[src/core/fss_defs.svh]
`ifndef FSS_DEFS_SVH
`define FSS_DEFS_SVH

// ----------------------------------------------------------------------
// Register offsets (byte addresses on the 32-bit register port)
// ----------------------------------------------------------------------
`define FSS_OFF_STATUS 8'h00
`define FSS_OFF_TAG 8'h04
`define FSS_OFF_CTRL 8'h08
`define FSS_OFF_CMD 8'h0C
`define FSS_OFF_OPND0 8'h10
`define FSS_OFF_OPND1 8'h14
`define FSS_OFF_OPND2 8'h18
`define FSS_OFF_RES0 8'h1C
`define FSS_OFF_RES1 8'h20
`define FSS_OFF_RES2 8'h24

// ----------------------------------------------------------------------
// Status word fields
// ----------------------------------------------------------------------
`define FSS_SW_BUSY 15
`define FSS_SW_COND3 14
`define FSS_SW_TOP_HI 13
`define FSS_SW_TOP_LO 11
`define FSS_SW_COND2 10
`define FSS_SW_COND1 9
`define FSS_SW_COND0 8
`define FSS_SW_SUMMARY 7
`define FSS_SW_STKFLT 6
`define FSS_SW_EXC_HI 5
`define FSS_SW_INVALID 0

// ----------------------------------------------------------------------
// Command register fields
// ----------------------------------------------------------------------
`define FSS_CMD_OP_HI 3
`define FSS_CMD_IDX_HI 6
`define FSS_CMD_IDX_LO 4
`define FSS_CMD_CC_HI 11
`define FSS_CMD_CC_LO 8
`define FSS_CMD_EXC_HI 17
`define FSS_CMD_EXC_LO 12
`define FSS_CMD_Q_HI 20
`define FSS_CMD_Q_LO 18
`define FSS_CMD_INCMP 21

// ----------------------------------------------------------------------
// Reset values
// ----------------------------------------------------------------------
`define FSS_RST_TAG 16'hFFFF
`define FSS_RST_MASK 6'h3F
`define FSS_RST_TOP 3'h0

`endif

[src/core/fss_pkg.sv]
package fss_pkg;

  // Command codes written to the command register.
  typedef enum logic [3:0] {
    OP_NOP,
    OP_PUSH,
    OP_POP,
    OP_STORE_ST,
    OP_FETCH_ST,
    OP_CC_UPDATE,
    OP_PREM,
    OP_FREE_ST
  } fss_op_t;

  // Two-bit register tag codes.
  typedef enum logic [1:0] {
    TAG_VALID,
    TAG_ZERO,
    TAG_SPECIAL,
    TAG_EMPTY
  } fss_tag_t;

endpackage

[src/core/fss_status_if.sv]
`timescale 1ns/1ps
interface fss_status_if;
  logic loadEn;
  logic [15:0] loadWord;
  logic ccWe;
  logic [3:0] ccVal;
  logic [5:0] excSet;
  logic sfSet;
  logic c1Fault;
  logic topWe;
  logic [2:0] topVal;
  logic [5:0] maskBits;
  logic [2:0] top;
  logic [15:0] statusWord;
  logic errorOut;

  modport ctl (
    output loadEn, loadWord, ccWe, ccVal, excSet, sfSet, c1Fault,
    output topWe, topVal, maskBits,
    input top, statusWord, errorOut
  );
  modport stat (
    input loadEn, loadWord, ccWe, ccVal, excSet, sfSet, c1Fault,
    input topWe, topVal, maskBits,
    output top, statusWord, errorOut
  );
endinterface

[src/core/fss_status_unit.sv]
`timescale 1ns/1ps
`include "fss_defs.svh"

module fss_status_unit (
  input wire logic core_clk,
  input wire logic reset,
  fss_status_if.stat sif
);

  logic [2:0] top_reg;
  logic [3:0] cc_reg;
  logic sf_reg;
  logic [5:0] exc_reg;
  logic errSum;
  logic err_reg;

  // ----------------------------------------------------------------------
  // Stack pointer and condition codes
  // ----------------------------------------------------------------------

  // Top pointer follows an environment load, else stack operations.
  always_ff @(posedge core_clk) begin
    if (reset) begin
      top_reg <= `FSS_RST_TOP;
    end else if (sif.loadEn) begin
      top_reg <= sif.loadWord[`FSS_SW_TOP_HI:`FSS_SW_TOP_LO];
    end else if (sif.topWe) begin
      top_reg <= sif.topVal;
    end
  end

  // Condition codes are held as {c3, c2, c1, c0}.
  always_ff @(posedge core_clk) begin
    if (reset) begin
      cc_reg <= 4'h0;
    end else if (sif.loadEn) begin
      cc_reg <= {sif.loadWord[`FSS_SW_COND3], sif.loadWord[`FSS_SW_COND2],
                 sif.loadWord[`FSS_SW_COND1], sif.loadWord[`FSS_SW_COND0]};
    end else if (sif.sfSet) begin
      cc_reg[1] <= sif.c1Fault;
    end else if (sif.ccWe) begin
      cc_reg <= sif.ccVal;
    end
  end

  // ----------------------------------------------------------------------
  // Exception flags and stack fault
  // ----------------------------------------------------------------------

  // Flags are sticky; a set in the cycle of a load is kept.
  always_ff @(posedge core_clk) begin
    if (reset) begin
      exc_reg <= 6'h00;
      sf_reg <= 1'b0;
    end else if (sif.loadEn) begin
      exc_reg <= sif.loadWord[`FSS_SW_EXC_HI:0] | sif.excSet;
      sf_reg <= sif.loadWord[`FSS_SW_STKFLT] | sif.sfSet;
    end else begin
      exc_reg <= exc_reg | sif.excSet;
      sf_reg <= sf_reg | sif.sfSet;
    end
  end

  // Error summary is always derived, never stored from a load.
  assign errSum = |(exc_reg & ~sif.maskBits);

  // Error output follows the summary one cycle later.
  always_ff @(posedge core_clk) begin
    if (reset) begin
      err_reg <= 1'b0;
    end else begin
      err_reg <= errSum;
    end
  end

  // Status word assembly; bit 15 mirrors the summary.
  assign sif.statusWord = {errSum, cc_reg[3], top_reg, cc_reg[2], cc_reg[1],
                           cc_reg[0], errSum, sf_reg, exc_reg};
  assign sif.top = top_reg;
  assign sif.errorOut = err_reg;

endmodule

[src/core/fss_stack_status_regs.sv]
`timescale 1ns/1ps
`include "fss_defs.svh"


module fss_stack_status_regs #(
  parameter int NUM_REGS = 8,
  parameter int ENTRY_W = 80
) (
  input wire logic core_clk,
  input wire logic reset,
  input wire logic [7:0] regAddr,
  input wire logic [31:0] regWrData,
  input wire logic regWrStb,
  input wire logic regRdStb,
  output logic [31:0] regRdData,
  output logic errorOut
);

  // ----------------------------------------------------------------------
  // Elaboration checks
  // ----------------------------------------------------------------------

  // The tag word packs two bits per entry into sixteen bits and the
  // pointer field is three bits, so other sizes cannot be served.
  // The pointer and tag word layout serve exactly eight 80-bit entries.
  if (NUM_REGS != 8 || ENTRY_W != 80) begin : gBadParam
    $error("fss_stack_status_regs serves only 8 entries of 80 bits");
  end

  // ----------------------------------------------------------------------
  // Declarations
  // ----------------------------------------------------------------------

  localparam int IDX_W = $clog2(NUM_REGS);

  // Decode results travel to the status unit through this interface.
  fss_status_if sif ();

  logic [ENTRY_W-1:0] stackMem [0:NUM_REGS-1];
  logic [15:0] tag_reg;
  logic [15:0] tag_next;
  logic [5:0] mask_reg;
  logic [ENTRY_W-1:0] opnd_reg;
  logic [ENTRY_W-1:0] res_reg;
  logic [31:0] rdData_reg;

  logic cmdStb;
  fss_pkg::fss_op_t cmdOp;
  logic [IDX_W-1:0] cmdIdx;
  logic [IDX_W-1:0] curTop;
  logic [IDX_W-1:0] pushSlot;
  logic [IDX_W-1:0] relSlot;
  logic pushFault;
  logic popFault;
  logic relFault;
  logic memWe;
  logic [IDX_W-1:0] memAddr;
  logic tagSetValid;
  logic tagSetEmpty;
  logic [IDX_W-1:0] tagSlot;
  logic [3:0] cmdCc;
  logic [2:0] cmdQuot;

  // ----------------------------------------------------------------------
  // Status unit
  // ----------------------------------------------------------------------

  fss_status_unit uStatus (
    .core_clk(core_clk),
    .reset(reset),
    .sif(sif.stat)
  );

  // ----------------------------------------------------------------------
  // Command decode
  // ----------------------------------------------------------------------

  // Command word layout, low bit first:
  //   [3:0]   operation code, one of the package's command codes.
  //   [6:4]   register index, counted from the current top.
  //   [11:8]  condition code value for the update command.
  //   [17:12] exception flags that the operation raises.
  //   [20:18] three low quotient bits of a partial remainder.
  //   [21]    set when the remainder reduction is incomplete.
  // Codes above the last command fall to the default branch and
  // change nothing, so a stray write cannot disturb the stack.
  //
  // A write to the command register runs one operation.
  assign cmdStb = regWrStb && (regAddr == `FSS_OFF_CMD);
  assign cmdOp = fss_pkg::fss_op_t'(regWrData[`FSS_CMD_OP_HI:0]);
  assign cmdIdx = regWrData[`FSS_CMD_IDX_HI:`FSS_CMD_IDX_LO];
  assign cmdCc = regWrData[`FSS_CMD_CC_HI:`FSS_CMD_CC_LO];
  assign cmdQuot = regWrData[`FSS_CMD_Q_HI:`FSS_CMD_Q_LO];
  assign curTop = sif.top;

  // The pointer is three bits wide, so push and pop wrap round the
  // eight entries; the tags, not the pointer, tell full from empty.
  // Physical slots: push target below top, operand relative to top.
  assign pushSlot = curTop - 3'h1;
  assign relSlot = curTop + cmdIdx;

  // A push needs an empty slot below the top, a pop or fetch needs a
  // full one. A fault raises the invalid flag and the stack fault
  // flag, and condition flag 1 tells overflow (1) from underflow (0).
  // A faulting operation leaves the pointer, the tags and the entries
  // as they were, so software can inspect the state that caused it.
  // Stack faults come from the tags of the slots involved.
  assign pushFault = tag_reg[2*pushSlot +: 2] != fss_pkg::TAG_EMPTY;
  assign popFault = tag_reg[2*curTop +: 2] == fss_pkg::TAG_EMPTY;
  assign relFault = tag_reg[2*relSlot +: 2] == fss_pkg::TAG_EMPTY;

  // Every output of the decode has a default at the top, so an idle
  // cycle or an unknown code drives no update at all.
  // Combinational decode of each operation's side effects.
  always_comb begin
    memWe = 1'b0;
    memAddr = relSlot;
    tagSetValid = 1'b0;
    tagSetEmpty = 1'b0;
    tagSlot = relSlot;
    sif.ccWe = 1'b0;
    sif.ccVal = cmdCc;
    sif.excSet = 6'h00;
    sif.sfSet = 1'b0;
    sif.c1Fault = 1'b0;
    sif.topWe = 1'b0;
    sif.topVal = curTop;
    if (cmdStb) begin
      unique case (cmdOp)
        fss_pkg::OP_NOP: begin
        end
        fss_pkg::OP_PUSH: begin
          if (pushFault) begin
            sif.excSet[`FSS_SW_INVALID] = 1'b1;
            sif.sfSet = 1'b1;
            sif.c1Fault = 1'b1;
          end else begin
            sif.topWe = 1'b1;
            sif.topVal = pushSlot;
            memWe = 1'b1;
            memAddr = pushSlot;
            tagSetValid = 1'b1;
            tagSlot = pushSlot;
          end
        end
        fss_pkg::OP_POP: begin
          if (popFault) begin
            sif.excSet[`FSS_SW_INVALID] = 1'b1;
            sif.sfSet = 1'b1;
            sif.c1Fault = 1'b0;
          end else begin
            sif.topWe = 1'b1;
            sif.topVal = curTop + 3'h1;
            tagSetEmpty = 1'b1;
            tagSlot = curTop;
          end
        end
        fss_pkg::OP_STORE_ST: begin
          memWe = 1'b1;
          tagSetValid = 1'b1;
        end
        fss_pkg::OP_FETCH_ST: begin
          if (relFault) begin
            sif.excSet[`FSS_SW_INVALID] = 1'b1;
            sif.sfSet = 1'b1;
          end
        end
        fss_pkg::OP_CC_UPDATE: begin
          sif.ccWe = 1'b1;
          sif.excSet = regWrData[`FSS_CMD_EXC_HI:`FSS_CMD_EXC_LO];
        end
        fss_pkg::OP_PREM: begin
          sif.ccWe = 1'b1;
          sif.ccVal = {cmdQuot[0], regWrData[`FSS_CMD_INCMP], cmdQuot[1],
                       cmdQuot[2]};
          sif.excSet = regWrData[`FSS_CMD_EXC_HI:`FSS_CMD_EXC_LO];
        end
        fss_pkg::OP_FREE_ST: begin
          tagSetEmpty = 1'b1;
        end
        default: begin
        end
      endcase
    end
  end

  // A status write behaves as an environment load or state restore:
  // pointer, condition flags, stack fault and exception flags are taken
  // from the word, while bits 15 and 7 are rebuilt from the flags and
  // the masks inside the status unit.
  // Environment load: a status write replaces the word, summary derived.
  assign sif.loadEn = regWrStb && (regAddr == `FSS_OFF_STATUS);
  assign sif.loadWord = regWrData[15:0];
  assign sif.maskBits = mask_reg;

  // ----------------------------------------------------------------------
  // Data registers
  // ----------------------------------------------------------------------

  // The entries carry no reset; software must push or store before it
  // reads. Only one entry is written per cycle, from the operand stage.
  // Entries hold sign, 15-bit exponent and 64-bit significand.
  always_ff @(posedge core_clk) begin
    if (memWe) begin
      stackMem[memAddr] <= opnd_reg;
    end
  end

  // The result register keeps its value after an underflow, so a
  // faulting pop does not destroy the last good result.
  // Pop and fetch deliver the addressed entry before the pointer moves.
  always_ff @(posedge core_clk) begin
    if (reset) begin
      res_reg <= '0;
    end else if (cmdStb && cmdOp == fss_pkg::OP_POP && !popFault) begin
      res_reg <= stackMem[curTop];
    end else if (cmdStb && cmdOp == fss_pkg::OP_FETCH_ST && !relFault) begin
      res_reg <= stackMem[relSlot];
    end
  end

  // The 80-bit operand is staged before the command that uses it; the
  // upper half of the third word is dropped. The stage keeps its value,
  // so one operand can feed several stores.
  // Operand staging is loaded from the register port in three words.
  always_ff @(posedge core_clk) begin
    if (reset) begin
      opnd_reg <= '0;
    end else if (regWrStb) begin
      if (regAddr == `FSS_OFF_OPND0) begin
        opnd_reg[31:0] <= regWrData;
      end
      if (regAddr == `FSS_OFF_OPND1) begin
        opnd_reg[63:32] <= regWrData;
      end
      if (regAddr == `FSS_OFF_OPND2) begin
        opnd_reg[79:64] <= regWrData[15:0];
      end
    end
  end

  // ----------------------------------------------------------------------
  // Tag word
  // ----------------------------------------------------------------------

  // Tag codes: 00 valid, 01 zero, 10 special, 11 empty. Entry g owns
  // bits 2g+1 to 2g. A stack operation wins over a bus write to the
  // tag word in the same cycle; the bus cannot issue both at once.
  // Each two-bit tag follows a bus write or the stack operations.
  for (genvar g = 0; g < NUM_REGS; g++) begin : gTag
    always_comb begin
      if (tagSetValid && tagSlot == IDX_W'(g)) begin
        tag_next[2*g +: 2] = fss_pkg::TAG_VALID;
      end else if (tagSetEmpty && tagSlot == IDX_W'(g)) begin
        tag_next[2*g +: 2] = fss_pkg::TAG_EMPTY;
      end else if (regWrStb && regAddr == `FSS_OFF_TAG) begin
        tag_next[2*g +: 2] = regWrData[2*g +: 2];
      end else begin
        tag_next[2*g +: 2] = tag_reg[2*g +: 2];
      end
    end
  end

  // Tag register; all entries start empty.
  always_ff @(posedge core_clk) begin
    if (reset) begin
      tag_reg <= `FSS_RST_TAG;
    end else begin
      tag_reg <= tag_next;
    end
  end

  // ----------------------------------------------------------------------
  // Control register
  // ----------------------------------------------------------------------

  // A set mask bit keeps its exception flag out of the error summary.
  // Masks take effect at once, so unmasking a pending flag raises the
  // summary and, one cycle later, the error output.
  // Exception masks; all masked after reset.
  always_ff @(posedge core_clk) begin
    if (reset) begin
      mask_reg <= `FSS_RST_MASK;
    end else if (regWrStb && regAddr == `FSS_OFF_CTRL) begin
      mask_reg <= regWrData[5:0];
    end
  end

  // ----------------------------------------------------------------------
  // Read port
  // ----------------------------------------------------------------------

  // Register map, byte offsets:
  //   00 status word, read; a write loads it as described above.
  //   04 tag word, read and write.
  //   08 exception masks in bits 5 to 0, read and write.
  //   0C command, write only; reads return zero.
  //   10, 14, 18 operand stage, low word first, read and write.
  //   1C, 20, 24 result of the last pop or fetch, read only.
  // Any other offset reads as zero, and writes to it are ignored.
  // Data are zero outside the read slot so that several slaves could
  // share the read bus through a plain OR.
  // Read data stands only in the cycle after the strobe.
  always_ff @(posedge core_clk) begin
    if (reset) begin
      rdData_reg <= 32'h0000_0000;
    end else if (regRdStb) begin
      unique case (regAddr)
        `FSS_OFF_STATUS: rdData_reg <= {16'h0000, sif.statusWord};
        `FSS_OFF_TAG: rdData_reg <= {16'h0000, tag_reg};
        `FSS_OFF_CTRL: rdData_reg <= {26'h0000000, mask_reg};
        `FSS_OFF_OPND0: rdData_reg <= opnd_reg[31:0];
        `FSS_OFF_OPND1: rdData_reg <= opnd_reg[63:32];
        `FSS_OFF_OPND2: rdData_reg <= {16'h0000, opnd_reg[79:64]};
        `FSS_OFF_RES0: rdData_reg <= res_reg[31:0];
        `FSS_OFF_RES1: rdData_reg <= res_reg[63:32];
        `FSS_OFF_RES2: rdData_reg <= {16'h0000, res_reg[79:64]};
        default: rdData_reg <= 32'h0000_0000;
      endcase
    end else begin
      rdData_reg <= 32'h0000_0000;
    end
  end

  // Both outputs come straight from flip-flops.
  assign regRdData = rdData_reg;
  assign errorOut = sif.errorOut;

endmodule

[config.mk]
export PLATFORM = sky130hd
export DESIGN_NAME = fss_stack_status_regs
export DESIGN_NICKNAME = d
export VERILOG_FILES = /design/src/core/fss_pkg.sv /design/src/core/fss_status_if.sv /design/src/core/fss_status_unit.sv /design/src/core/fss_stack_status_regs.sv
export VERILOG_INCLUDE_DIRS = /design/src /design/src/core
export SDC_FILE = /design/constraint.sdc
export NUM_CORES = 1
export LEC_CHECK = 0
export ABC_CLOCK_PERIOD_IN_PS = 14050
export BUFFER_PORTS_ARGS = -buffer_cell sky130_fd_sc_hd__buf_2
export CAP_MARGIN = 20
export CELL_PAD_IN_SITES_DETAIL_PLACEMENT = 0
export CELL_PAD_IN_SITES_GLOBAL_PLACEMENT = 2
export CORE_ASPECT_RATIO = 1.75
export CORE_UTILIZATION = 50
export DETAILED_ROUTE_END_ITERATION = 8
export PLACE_DENSITY_LB_ADDON = 0.15
export SYNTH_ARGS = -nofsm -noshare
export SYNTH_HDL_FRONTEND = slang
export SYNTH_SLANG_ARGS = --single-unit
[constraint.sdc]
create_clock -name core_clk -period 14.05 [get_ports core_clk]
set_clock_uncertainty 0.2 [all_clocks]
set_input_delay 0.7025 -clock core_clk [delete_from_list [all_inputs] [get_ports core_clk]]
set_output_delay 0.7025 -clock core_clk [all_outputs]
set_load 0.01 [all_outputs]
* Yosys cells after proc, flatten, opt, wreduce, memory -nomap -nowiden
Memories as Yosys holds them, arrays and structs flattened. A register that Yosys moved wholly into a read port is not among the register bits. Cells that the tools add are included.
Storage, ports and cells: register bits 229, RAM bits 640, bits of input ports 44, word-level logic and storage cells 185, memories 1
Memories:
- stackMem | depth 8, bits a word 80, read ports 2, clocked after Yosys merged registers in 1, write ports 1, RTL line fss_stack_status_regs.sv:39 | logic [ENTRY_W-1:0] stackMem [0:NUM_REGS-1];
Operators by class: add/subtract/negate cells 3, equality and inequality tests 29, shifts and indexed selects 3, multiplexer cells 72, bitwise logic cells 7, reduce and logical (&&, ||, !) cells 50
Operator list (count):
- 32-bit case mux with 9 select lines | 1
- 80-bit 2-to-1 mux | 2
- 2-bit 2-to-1 mux | 25
- 16-bit by 5-bit indexed part select with 2-bit output | 3
- 3-bit 2-to-1 mux | 12
- 8-bit by 5-bit == test with 1-bit output (second input constant) | 4
- 3-bit nonzero test | 10
- 1-bit logical AND | 24
- 1-bit 2-to-1 mux | 18
- 4-bit by 3-bit == test with 1-bit output (second input constant) | 4
- 8-bit by 4-bit == test with 1-bit output (second input constant) | 2
- 8-bit by 6-bit == test with 1-bit output (second input constant) | 2
- 4-bit 2-to-1 mux | 4
- 3-bit == test (second input constant) | 4
- 6-bit 2-to-1 mux | 2
- 6-bit bitwise OR | 2
- 3-bit case mux with 2 select lines | 2
- 4-bit by 2-bit == test with 1-bit output (second input constant) | 2
- 8-bit by 3-bit == test with 1-bit output (second input constant) | 1
- 8-bit zero test | 1
- 2-bit AND reduction | 4
- 2-bit nonzero test | 4
- 6-bit AND | 1
- 3-bit by 2-bit == test with 1-bit output (second input constant) | 2
- 20 further kinds | 28

* Longest topological paths before layout
Gate-level depths: netlist of run 1.
depth in word-level cells 10, depth in mapped cells 14

* Modules after synthesis
Synthesis of run 1 repeated with hierarchy kept, for this count alone.
Unflattened totals: cells, all modules 2640, area total of the unflattened synthesis 39305.2 µm²
By module, submodules not included:
- fss_stack_status_regs | times used 1, cells an instance 2551, area each 38508.2 µm², sequential area each 23502.5 µm²
- fss_status_unit | times used 1, cells an instance 89, area each 797.0 µm², sequential area each 300.3 µm²

* Least setup slack after synthesis of run 1
No wires, ideal clock.
kind in2reg, start in regWrData[4], end mem stackMem[5][0] (enable), data arrival time 7754 ps, required time 13234 ps, path slack 5480 ps, stages on the path 8, path buffers 1, path through ha_1 > inv_1 > fa_1 > xnor2_4 > xnor2_1 > clkbuf_1 > o22ai_1 > nor3_1
On the way: cells in the longest elaborated chain, start to end 4
Ends and longest elaborated chain:
- start, declared | RTL line fss_stack_status_regs.sv:12 | input wire logic [31:0] regWrData,
- 3-bit adder (*) | RTL line fss_stack_status_regs.sv:100 | assign relSlot = curTop + cmdIdx;
- 3-bit 2-to-1 mux | RTL line fss_stack_status_regs.sv:133 | if (pushFault) begin
- 3-bit 2-to-1 mux | RTL line fss_stack_status_regs.sv:129 | unique case (cmdOp)
- 3-bit 2-to-1 mux (*) | RTL line fss_stack_status_regs.sv:128 | if (cmdStb) begin
- end, declared | RTL line fss_stack_status_regs.sv:39
Mark *: on every way between the ends. The rest lies on a longest branch, timed or not.

* Worst setup path in the final report of run 1
start reg uStatus.top_reg[0], in the netlist uStatus.sif.top[0], end mem stackMem[6][28] (enable)
On the way: cells in the longest elaborated chain, start to end 8, elaborated cells on any way between the ends 12, classes of those cells add/sub (2); eq/ne (1); shift (1); mux (8)
Ends and longest elaborated chain:
- start, declared | RTL line fss_status_unit.sv:10 | logic [2:0] top_reg;
- start signal, assigned | RTL line fss_status_unit.sv:24 | top_reg <= `FSS_RST_TOP;
- start signal, assigned | RTL line fss_status_unit.sv:26 | top_reg <= sif.loadWord[`FSS_SW_TOP_HI:`FSS_SW_TOP_LO];
- start signal, assigned | RTL line fss_status_unit.sv:28 | top_reg <= sif.topVal;
- 3-bit by 1-bit subtractor with 3-bit output | RTL line fss_stack_status_regs.sv:99 | assign pushSlot = curTop - 3'h1;
- 16-bit by 5-bit indexed part select with 2-bit output | RTL line fss_stack_status_regs.sv:108 | assign pushFault = tag_reg[2*pushSlot +: 2] != fss_pkg::TAG_EMPTY;
- 2-bit inequality test | RTL line fss_stack_status_regs.sv:108
- 1-bit 2-to-1 mux | RTL line fss_stack_status_regs.sv:133
- 1-bit case mux with 2 select lines | RTL line fss_stack_status_regs.sv:129
- 1-bit 2-to-1 mux | RTL line fss_stack_status_regs.sv:128
- 1-bit 2-to-1 mux | RTL line fss_stack_status_regs.sv:204 | if (memWe) begin
- 1-bit 2-to-1 mux (not written as such) | RTL line fss_stack_status_regs.sv:205 | stackMem[memAddr] <= opnd_reg;
Several ways; a longest one is shown, not always the timed one.

==> summary.md, run 1 <==
| Metric | Value |
|---|---|
| Dpl cells | 3601 |
| Worst EP required | 14.13 ns |
| Clk_lat worst skew | 0.66 ns |
| Number of setup violations in the final report | 0 |
| CTS tree | done |
| Crit path max-delay family | buffers and inverters |
| Iteration-0 DRC Markers | 2659 |
| Wire length per cell | 32.17 µm |
| Placeable Area | 77530 µm² |
| Max clock buf depth | 3 |
| Post-Syn Instances | 2663 |
| Global route total overflow | 0 |
| Largest register FFs | 640 |
| Post CTS Setup Buffer Count | 0 |
| EDFF count, synth | 640 |
| Worst-path clk slew | 0.06 ns |
| Pin count of the biggest net entering global routing | 135 |
| CTS resizes | 0 |
| Fill cell count | 6157 |
| Synth top area share | 49.05% |
| RSZ-0062 raised after global routing | false |
| DP Wirelength | 70530 µm |
| Min cycle time layout | 6.300 ns |
| # hold bufs at CTS | 0 |
| Slowest CP cell | buf_4 |
| Met3 Wirelength | 8243 µm |
| Flop pwr share | 52.6% |
| Most used flip-flop cell after synthesis | edfxtp_1 |
| Clk root buf | clkbuf_16 |
| Synthesis-to-layout area growth | 10.47% |
| Routed length on met2 | 62400 µm |
| Ports | 77 |
| Sw power | 1.075 mW |
| Critical Path End Type | flop |
| Die extent in x | 213.6 µm |
| Register area share after synthesis | 60.90% |
| Sequential cell area | 23870 µm² |
| Vias in the first global route | 25390 |
| WP data arrival | 6.38 ns |
| Fin. Hold Viols | 0 |
| Cell Int Power | 4.109 mW |
| Avg Cell Area, Syn | 14.71 µm² |
| First-pass GRT wire length | 174300 µm |
| Layout net count | 2704 |
| 1st-pass router iterations | 5 |
| Net Sw Frac | 20.75% |
| ANT nets after route | 0 |
| Drc violations | 0 |
| Vias per inst | 6.712 |
| WL met1 | 44610 µm |
| Share of cells above drive strength 1 | 24.05% |
| Max-slew headroom | 17.45% |
| YS warnings | 0 |
| CTS Buf Count | 79 |
| Status | complete, no violations |
| Crit Path Max Fanout | 51 |
| Multi-input gate area | 14470 µm² |
| Max Used Layer | met4 |
| CP cell instances | ha_4 -> inv_1 -> fa_4 -> xnor2_4 -> xnor2_2 -> buf_4 -> buf_4 -> o21a_1 -> o22ai_1 -> nand2b_1 -> nor2_4 -> buf_4 -> buf_4 |
| Most numerous cell on the critical path | buf_4 |
| Register bit total from synthesis | 872 |
| WL final | 120800 µm |
| Max-Cap Viols | 0 |
| Worst Hold Class | input pin to flop |
| Crit path buffers/inverters | 5 |
| Synth Net Count | 2711 |
| Fmax achieved | 158.7 MHz |
| Combinational Power Share | 3.1% |
| Synth top area cells | edfxtp_1, mux4_2, dfxtp_1, nand2_1, a211oi_1 |
| Die span in y | 372.3 µm |
| Total track usage | 30.99% |
| Final slew viol count | 0 |
| H-tree depth | 3 |
| CP startpoint kind | flop |
| Finished Layout Cells | 3754 |
| Final TNS setup | 0 ns |
| FFs w/ async S/R, synth | 0% |
| P_leak | 12.30 nW |
| Power Density | 119.8 nW/µm² |
| Worst-Margin Slew | 1.234 ns |
| Largest area contributor in the netlist | edfxtp_1 |
| Max incr delay on CP | 0.86 ns |
| Tcrit/Tclk final | 44.84% |
| Clk sink count | 872 |
| Initial Util | 50.54% |
| Die area | 79530 µm² |
| Post-Syn Area | 39180 µm² |
| Unique cell type count in the Yosys netlist | 60 |
| IO buf count | 76 |
| Initial antenna violation count | 5 |
| # rows | 135 |
| Final GP Congestion | 0.8804 |
| Total vias in the final route | 25200 |
| Clock power frac | 44.3% |
| Setup CP Type | flop to flop |
| Worst vdd ir | 0.1048 mV |
cells by family (layout without fill, tap and decap cells):
| logic type | after synthesis | after routing | synth area share (%) |
|---|---|---|---|
| buffers and inverters | 234 | 294 | 2.529 |
| xor gates and xnor gates | 8 | 8 | 0.2267 |
| adders and majority gates | 4 | 4 | 0.1469 |
| and+or+nand+nor | 673 | 673 | 7.670 |
| other | 0 | 4 | 0 |
| DFF | 872 | 872 | 60.90 |
| AOI/OAI and AO/OA | 491 | 491 | 8.331 |
| muxes | 381 | 381 | 20.19 |
metrics by stage:
stage               area (µm²)  setup slack, ns  hold WS, ns  power, mW  util [%]
finish                   43290            7.750      0.09515      5.184     55.83
global route             43280            7.543      0.08294      5.305     55.83
CTS                      43260            7.743      0.05563      5.212     55.80
detailed placement       40500            7.727       0.3098      2.945     52.24
global placement         40500            7.817       0.2858      2.944     52.24
floorplan                39180            5.480       0.2577      2.885         -
power by group through the flow:
stage | registers [mW] | clock network, mW | logic, mW
6_report | 2.73 | 2.30 | 0.161
3_5_place_dp | 2.78 | 0 | 0.162
3_3_place_gp | 2.78 | 0 | 0.161
5_1_grt | 2.72 | 2.41 | 0.170
4_1_cts | 2.73 | 2.32 | 0.162
2_1_floorplan | 2.78 | 0 | 0.103
cell usage in the layout (no fill, tap or decap), types with 26 or more instances in the layout:
cell type    n
edfxtp_1   640
mux2_2      26
nand3_1     89
a211oi_1   153
nor2b_1     82
clkbuf_16   84
nor2_1      67
mux4_2     325
buf_2       75
mux2i_1     30
nand2_1    373
dfxtp_1    229
buf_4       47
a21oi_1    117
o21ai_1     92
Yosys cell counts, types with 5 or more instances:
| cell type | n |
|---|---|
| nor2_1 | 77 |
| mux2_2 | 26 |
| buf_6 | 10 |
| nand3_1 | 90 |
| nand2_1 | 375 |
| a31oi_1 | 8 |
| a221oi_1 | 17 |
| a21oi_1 | 117 |
| inv_1 | 17 |
| mux2i_1 | 30 |
| a22oi_1 | 14 |
| buf_1 | 10 |
| xnor2_1 | 5 |
| dfxtp_1 | 232 |
| nor3_1 | 12 |
| nand4_1 | 5 |
| edfxtp_1 | 640 |
| o21a_1 | 6 |
| a222oi_1 | 20 |
| o21ai_0 | 22 |
| a211o_1 | 7 |
| a211oi_2 | 12 |
| mux4_2 | 325 |
| o21ai_1 | 92 |
| a211oi_1 | 153 |
| buf_2 | 27 |
| nor2b_1 | 82 |
| o22ai_1 | 5 |
| nand2b_1 | 6 |
| clkbuf_1 | 167 |
worst register-to-register path: cells and delay by family, from the launching register on:
kind,cells,cell delay [ns]
simple gates,2,0.45
xor+xnor,2,0.34
buf+inv,5,2.99
flops,1,0.77
compound gates,2,0.42
fa+ha+maj,2,0.68
path summary, 6_finish.rpt:
check                                        to  slack [ns]  cells past startpoint                from
worst max-delay path            stackMem[6][28]        7.75                     13  uStatus.sif.top[0]
worst min register to register      mask_reg[3]        0.33                      1         mask_reg[3]
worst max register to register  stackMem[6][28]        7.75                     13  uStatus.sif.top[0]
worst min-delay path               opnd_reg[63]         0.1                      3       regWrData[31]
layout make-up:
| class | instances | area share, % |
|---|---|---|
| flip-flops and latches | 872 | 55.16 |
| multi-input cells | 1557 | 33.44 |
| clock buffers | 107 | 5.264 |
| well taps | 1027 | 2.969 |
| repair buffers | 127 | 1.882 |
| clock inverters | 41 | 1.107 |
| inverters | 19 | 0.1648 |
| diodes | 4 | 0.02312 |
per-layer routing:
layer  track usage [%]  vias to the layer above
li1                  -                    10530
met1             38.24                    13180
met2             53.27                     1224
met3             4.668                      270
met4             14.60                        0
met5                 0                        -
No activity file was read; power rests on OpenSTA's default activity.
==> run 2, diff against run 1 <==
--- a/config.mk
+++ b/config.mk
@@ -6,13 +6,13 @@
 export SDC_FILE = /design/constraint.sdc
 export NUM_CORES = 1
 export LEC_CHECK = 0
-export ABC_CLOCK_PERIOD_IN_PS = 14050
+export ABC_CLOCK_PERIOD_IN_PS = 6400
 export BUFFER_PORTS_ARGS = -buffer_cell sky130_fd_sc_hd__buf_2
 export CAP_MARGIN = 20
 export CELL_PAD_IN_SITES_DETAIL_PLACEMENT = 0
 export CELL_PAD_IN_SITES_GLOBAL_PLACEMENT = 2
 export CORE_ASPECT_RATIO = 1.75
-export CORE_UTILIZATION = 50
+export CORE_UTILIZATION = 46
 export DETAILED_ROUTE_END_ITERATION = 8
 export PLACE_DENSITY_LB_ADDON = 0.15
 export SYNTH_ARGS = -nofsm -noshare
==> constraint.sdc (replaced) <==
create_clock -name core_clk -period 6.4 [get_ports core_clk]
set_clock_uncertainty 0.2 [all_clocks]
set_input_delay 0.32 -clock core_clk [delete_from_list [all_inputs] [get_ports core_clk]]
set_output_delay 0.32 -clock core_clk [all_outputs]
set_load 0.01 [all_outputs]
==> summary.md, run 2 (synthesis gave the netlist of run 1 again) <==
| Metric | Value |
|---|---|
| Placeable Area | 84330 µm² |
| Share of cells above drive strength 1 | 23.84% |
| Final slew viol count | 0 |
| Total track usage | 28.39% |
| Fmax achieved | 199.7 MHz |
| Fin util | 51.96% |
| Final TNS setup | 0 ns |
| Hold Crit Start | regWrStb |
| Die extent in x | 222.6 µm |
| H-tree depth | 3 |
| RSZ-0062 raised after global routing | false |
| Slowest CP cell | dfxtp_1 |
| WP data arrival | 5.12 ns |
| Initial antenna violation count | 2 |
| Worst-path clk slew | 0.07 ns |
| CTS tree | done |
| Commonest non-fill, non-tap cell in the layout | edfxtp_1 |
| DP Wirelength | 70390 µm |
| CTS Buf Count | 82 |
| Finished Cell Area | 43820 µm² |
| Number of setup violations in the final report | 0 |
| P_leak | 12.46 nW |
| Synthesis-to-layout area growth | 11.82% |
| Crit. Startpoint | uStatus.sif.top[0] |
| Vias per inst | 6.554 |
| Crit path max-delay family | multiplexers |
| Worst EP required | 6.51 ns |
| Vias in the first global route | 26060 |
| Tcrit/Tclk final | 78.26% |
| Clk root buf | clkbuf_16 |
| # rows | 141 |
| Pin count of the biggest net entering global routing | 161 |
| WL final | 121100 µm |
| Power Density | 258.8 nW/µm² |
| CP cell instances | inv_1 -> ha_1 -> mux4_2 -> mux2i_1 -> nand2_2 -> mux2i_1 -> nand2b_1 -> nor2_4 -> buf_12 |
| CTS resizes | 0 |
| Wire length per cell | 31.55 µm |
| Initial Util | 46.46% |
| Max incr delay on CP | 0.75 ns |
| Commonest non-fill, non-tap cells in the layout | edfxtp_1, nand2_1, mux4_2 |
| Setup ws final | 1.391 ns |
| WHS | 0.1583 ns |
| Drc violations | 0 |
| 1st-pass router iterations | 6 |
| Total vias in the final route | 25160 |
| Worst Hold Class | input pin to flop |
| R2R Path Start | uStatus.sif.top[0] |
| Fin. Hold Viols | 0 |
| Min cycle time layout | 5.009 ns |
| Max-Cap Viols | 0 |
| CP startpoint kind | flop |
| Multi-input gate area | 14490 µm² |
| Most numerous cell on the critical path | mux2i_1 |
| Die area | 86400 µm² |
| Placement-stage worst setup slack | 1.438 ns |
| Layout net count | 2743 |
| Max-slew headroom | 16.42% |
| First-pass GRT wire length | 176900 µm |
| Sequential cell area | 23870 µm² |
| Die span in y | 388.1 µm |
| Critical Path End Type | flop |
| Global route total overflow | 0 |
| Clk sink count | 872 |
| Ports | 77 |
| Final GP Congestion | 0.9055 |
| Worst vdd ir | 0.2316 mV |
| IO buf count | 76 |
| Clk_lat worst skew | 0.67 ns |
| Crit Path Max Fanout | 52 |
| Worst-Margin Slew | 1.249 ns |
| Status | complete, no violations |
| Cell Area, Placed | 40680 µm² |
| Max clock buf depth | 3 |
| Crit path buffers/inverters | 2 |
| Fill cell count | 6980 |
| Largest register FFs | 640 |
| Setup CP Type | flop to flop |
| Iteration-0 DRC Markers | 2269 |
| ANT nets after route | 0 |
==> run 2: final timing paths <==
kind                                           end  slack, ns  depth (start not counted)
worst min register to register          tag_reg[0]       0.32                          2
worst max register to register     stackMem[6][64]       1.39                          9
worst max-delay path               stackMem[6][64]       1.39                          9
worst min-delay path            uStatus.exc_reg[0]       0.16                          5
==> run 2: layout make-up <==
class	instances	area share, %
Clock buffer	107	5.349
Inverter	19	0.1628
Clock inverter	46	0.9138
Sequential cell	872	54.49
Timing Repair Buffer	163	2.950
Multi-Input combinational cell	1557	33.06
Antenna cell	3	0.01713
Tap cell	1072	3.061
==> run 2: worst reg2reg max path, cell delays in order, from the launching register on <==
cell and delay, ns:
dfxtp_1 0.75, inv_1 0.27, ha_1 0.50, mux4_2 0.37, mux2i_1 0.49, nand2_2 0.21
mux2i_1 0.56, nand2b_1 0.27, nor2_4 0.52, buf_12 0.44
==> run 2: routing by layer <==
layer	part of all wire, %	routed length, µm	track usage [%]	vias up
met2	52	63370	50.13	999
met5	0.019	23	0	-
met4	4.5	5440	13.34	4
li1	-	-	-	10600
met1	38	45560	34.58	13310
met3	5.5	6720	3.303	250
==> run 2: timing repair <==
item,CTS,global route
hold endpoints to repair,125,0
hold buffers,37,0
setup buffers,0,0
endpoints found under the setup margin,0,0
==> run 2: power by group <==
group / internal (mW) / switching [mW] / total [mW]
clock: 2.81 / 2.18 / 4.98
sequential: 5.98 / 0.00350 / 5.99
combinational: 0.139 / 0.234 / 0.372
==> run 2: stage by stage <==
stage / std cells / power, mW
floorplan: 2663 / 6.335
global placement: 3645 / 6.467
detailed placement: 3645 / 6.469
CTS: 3835 / 11.43
global route: 3836 / 11.64
finish: 3839 / 11.34
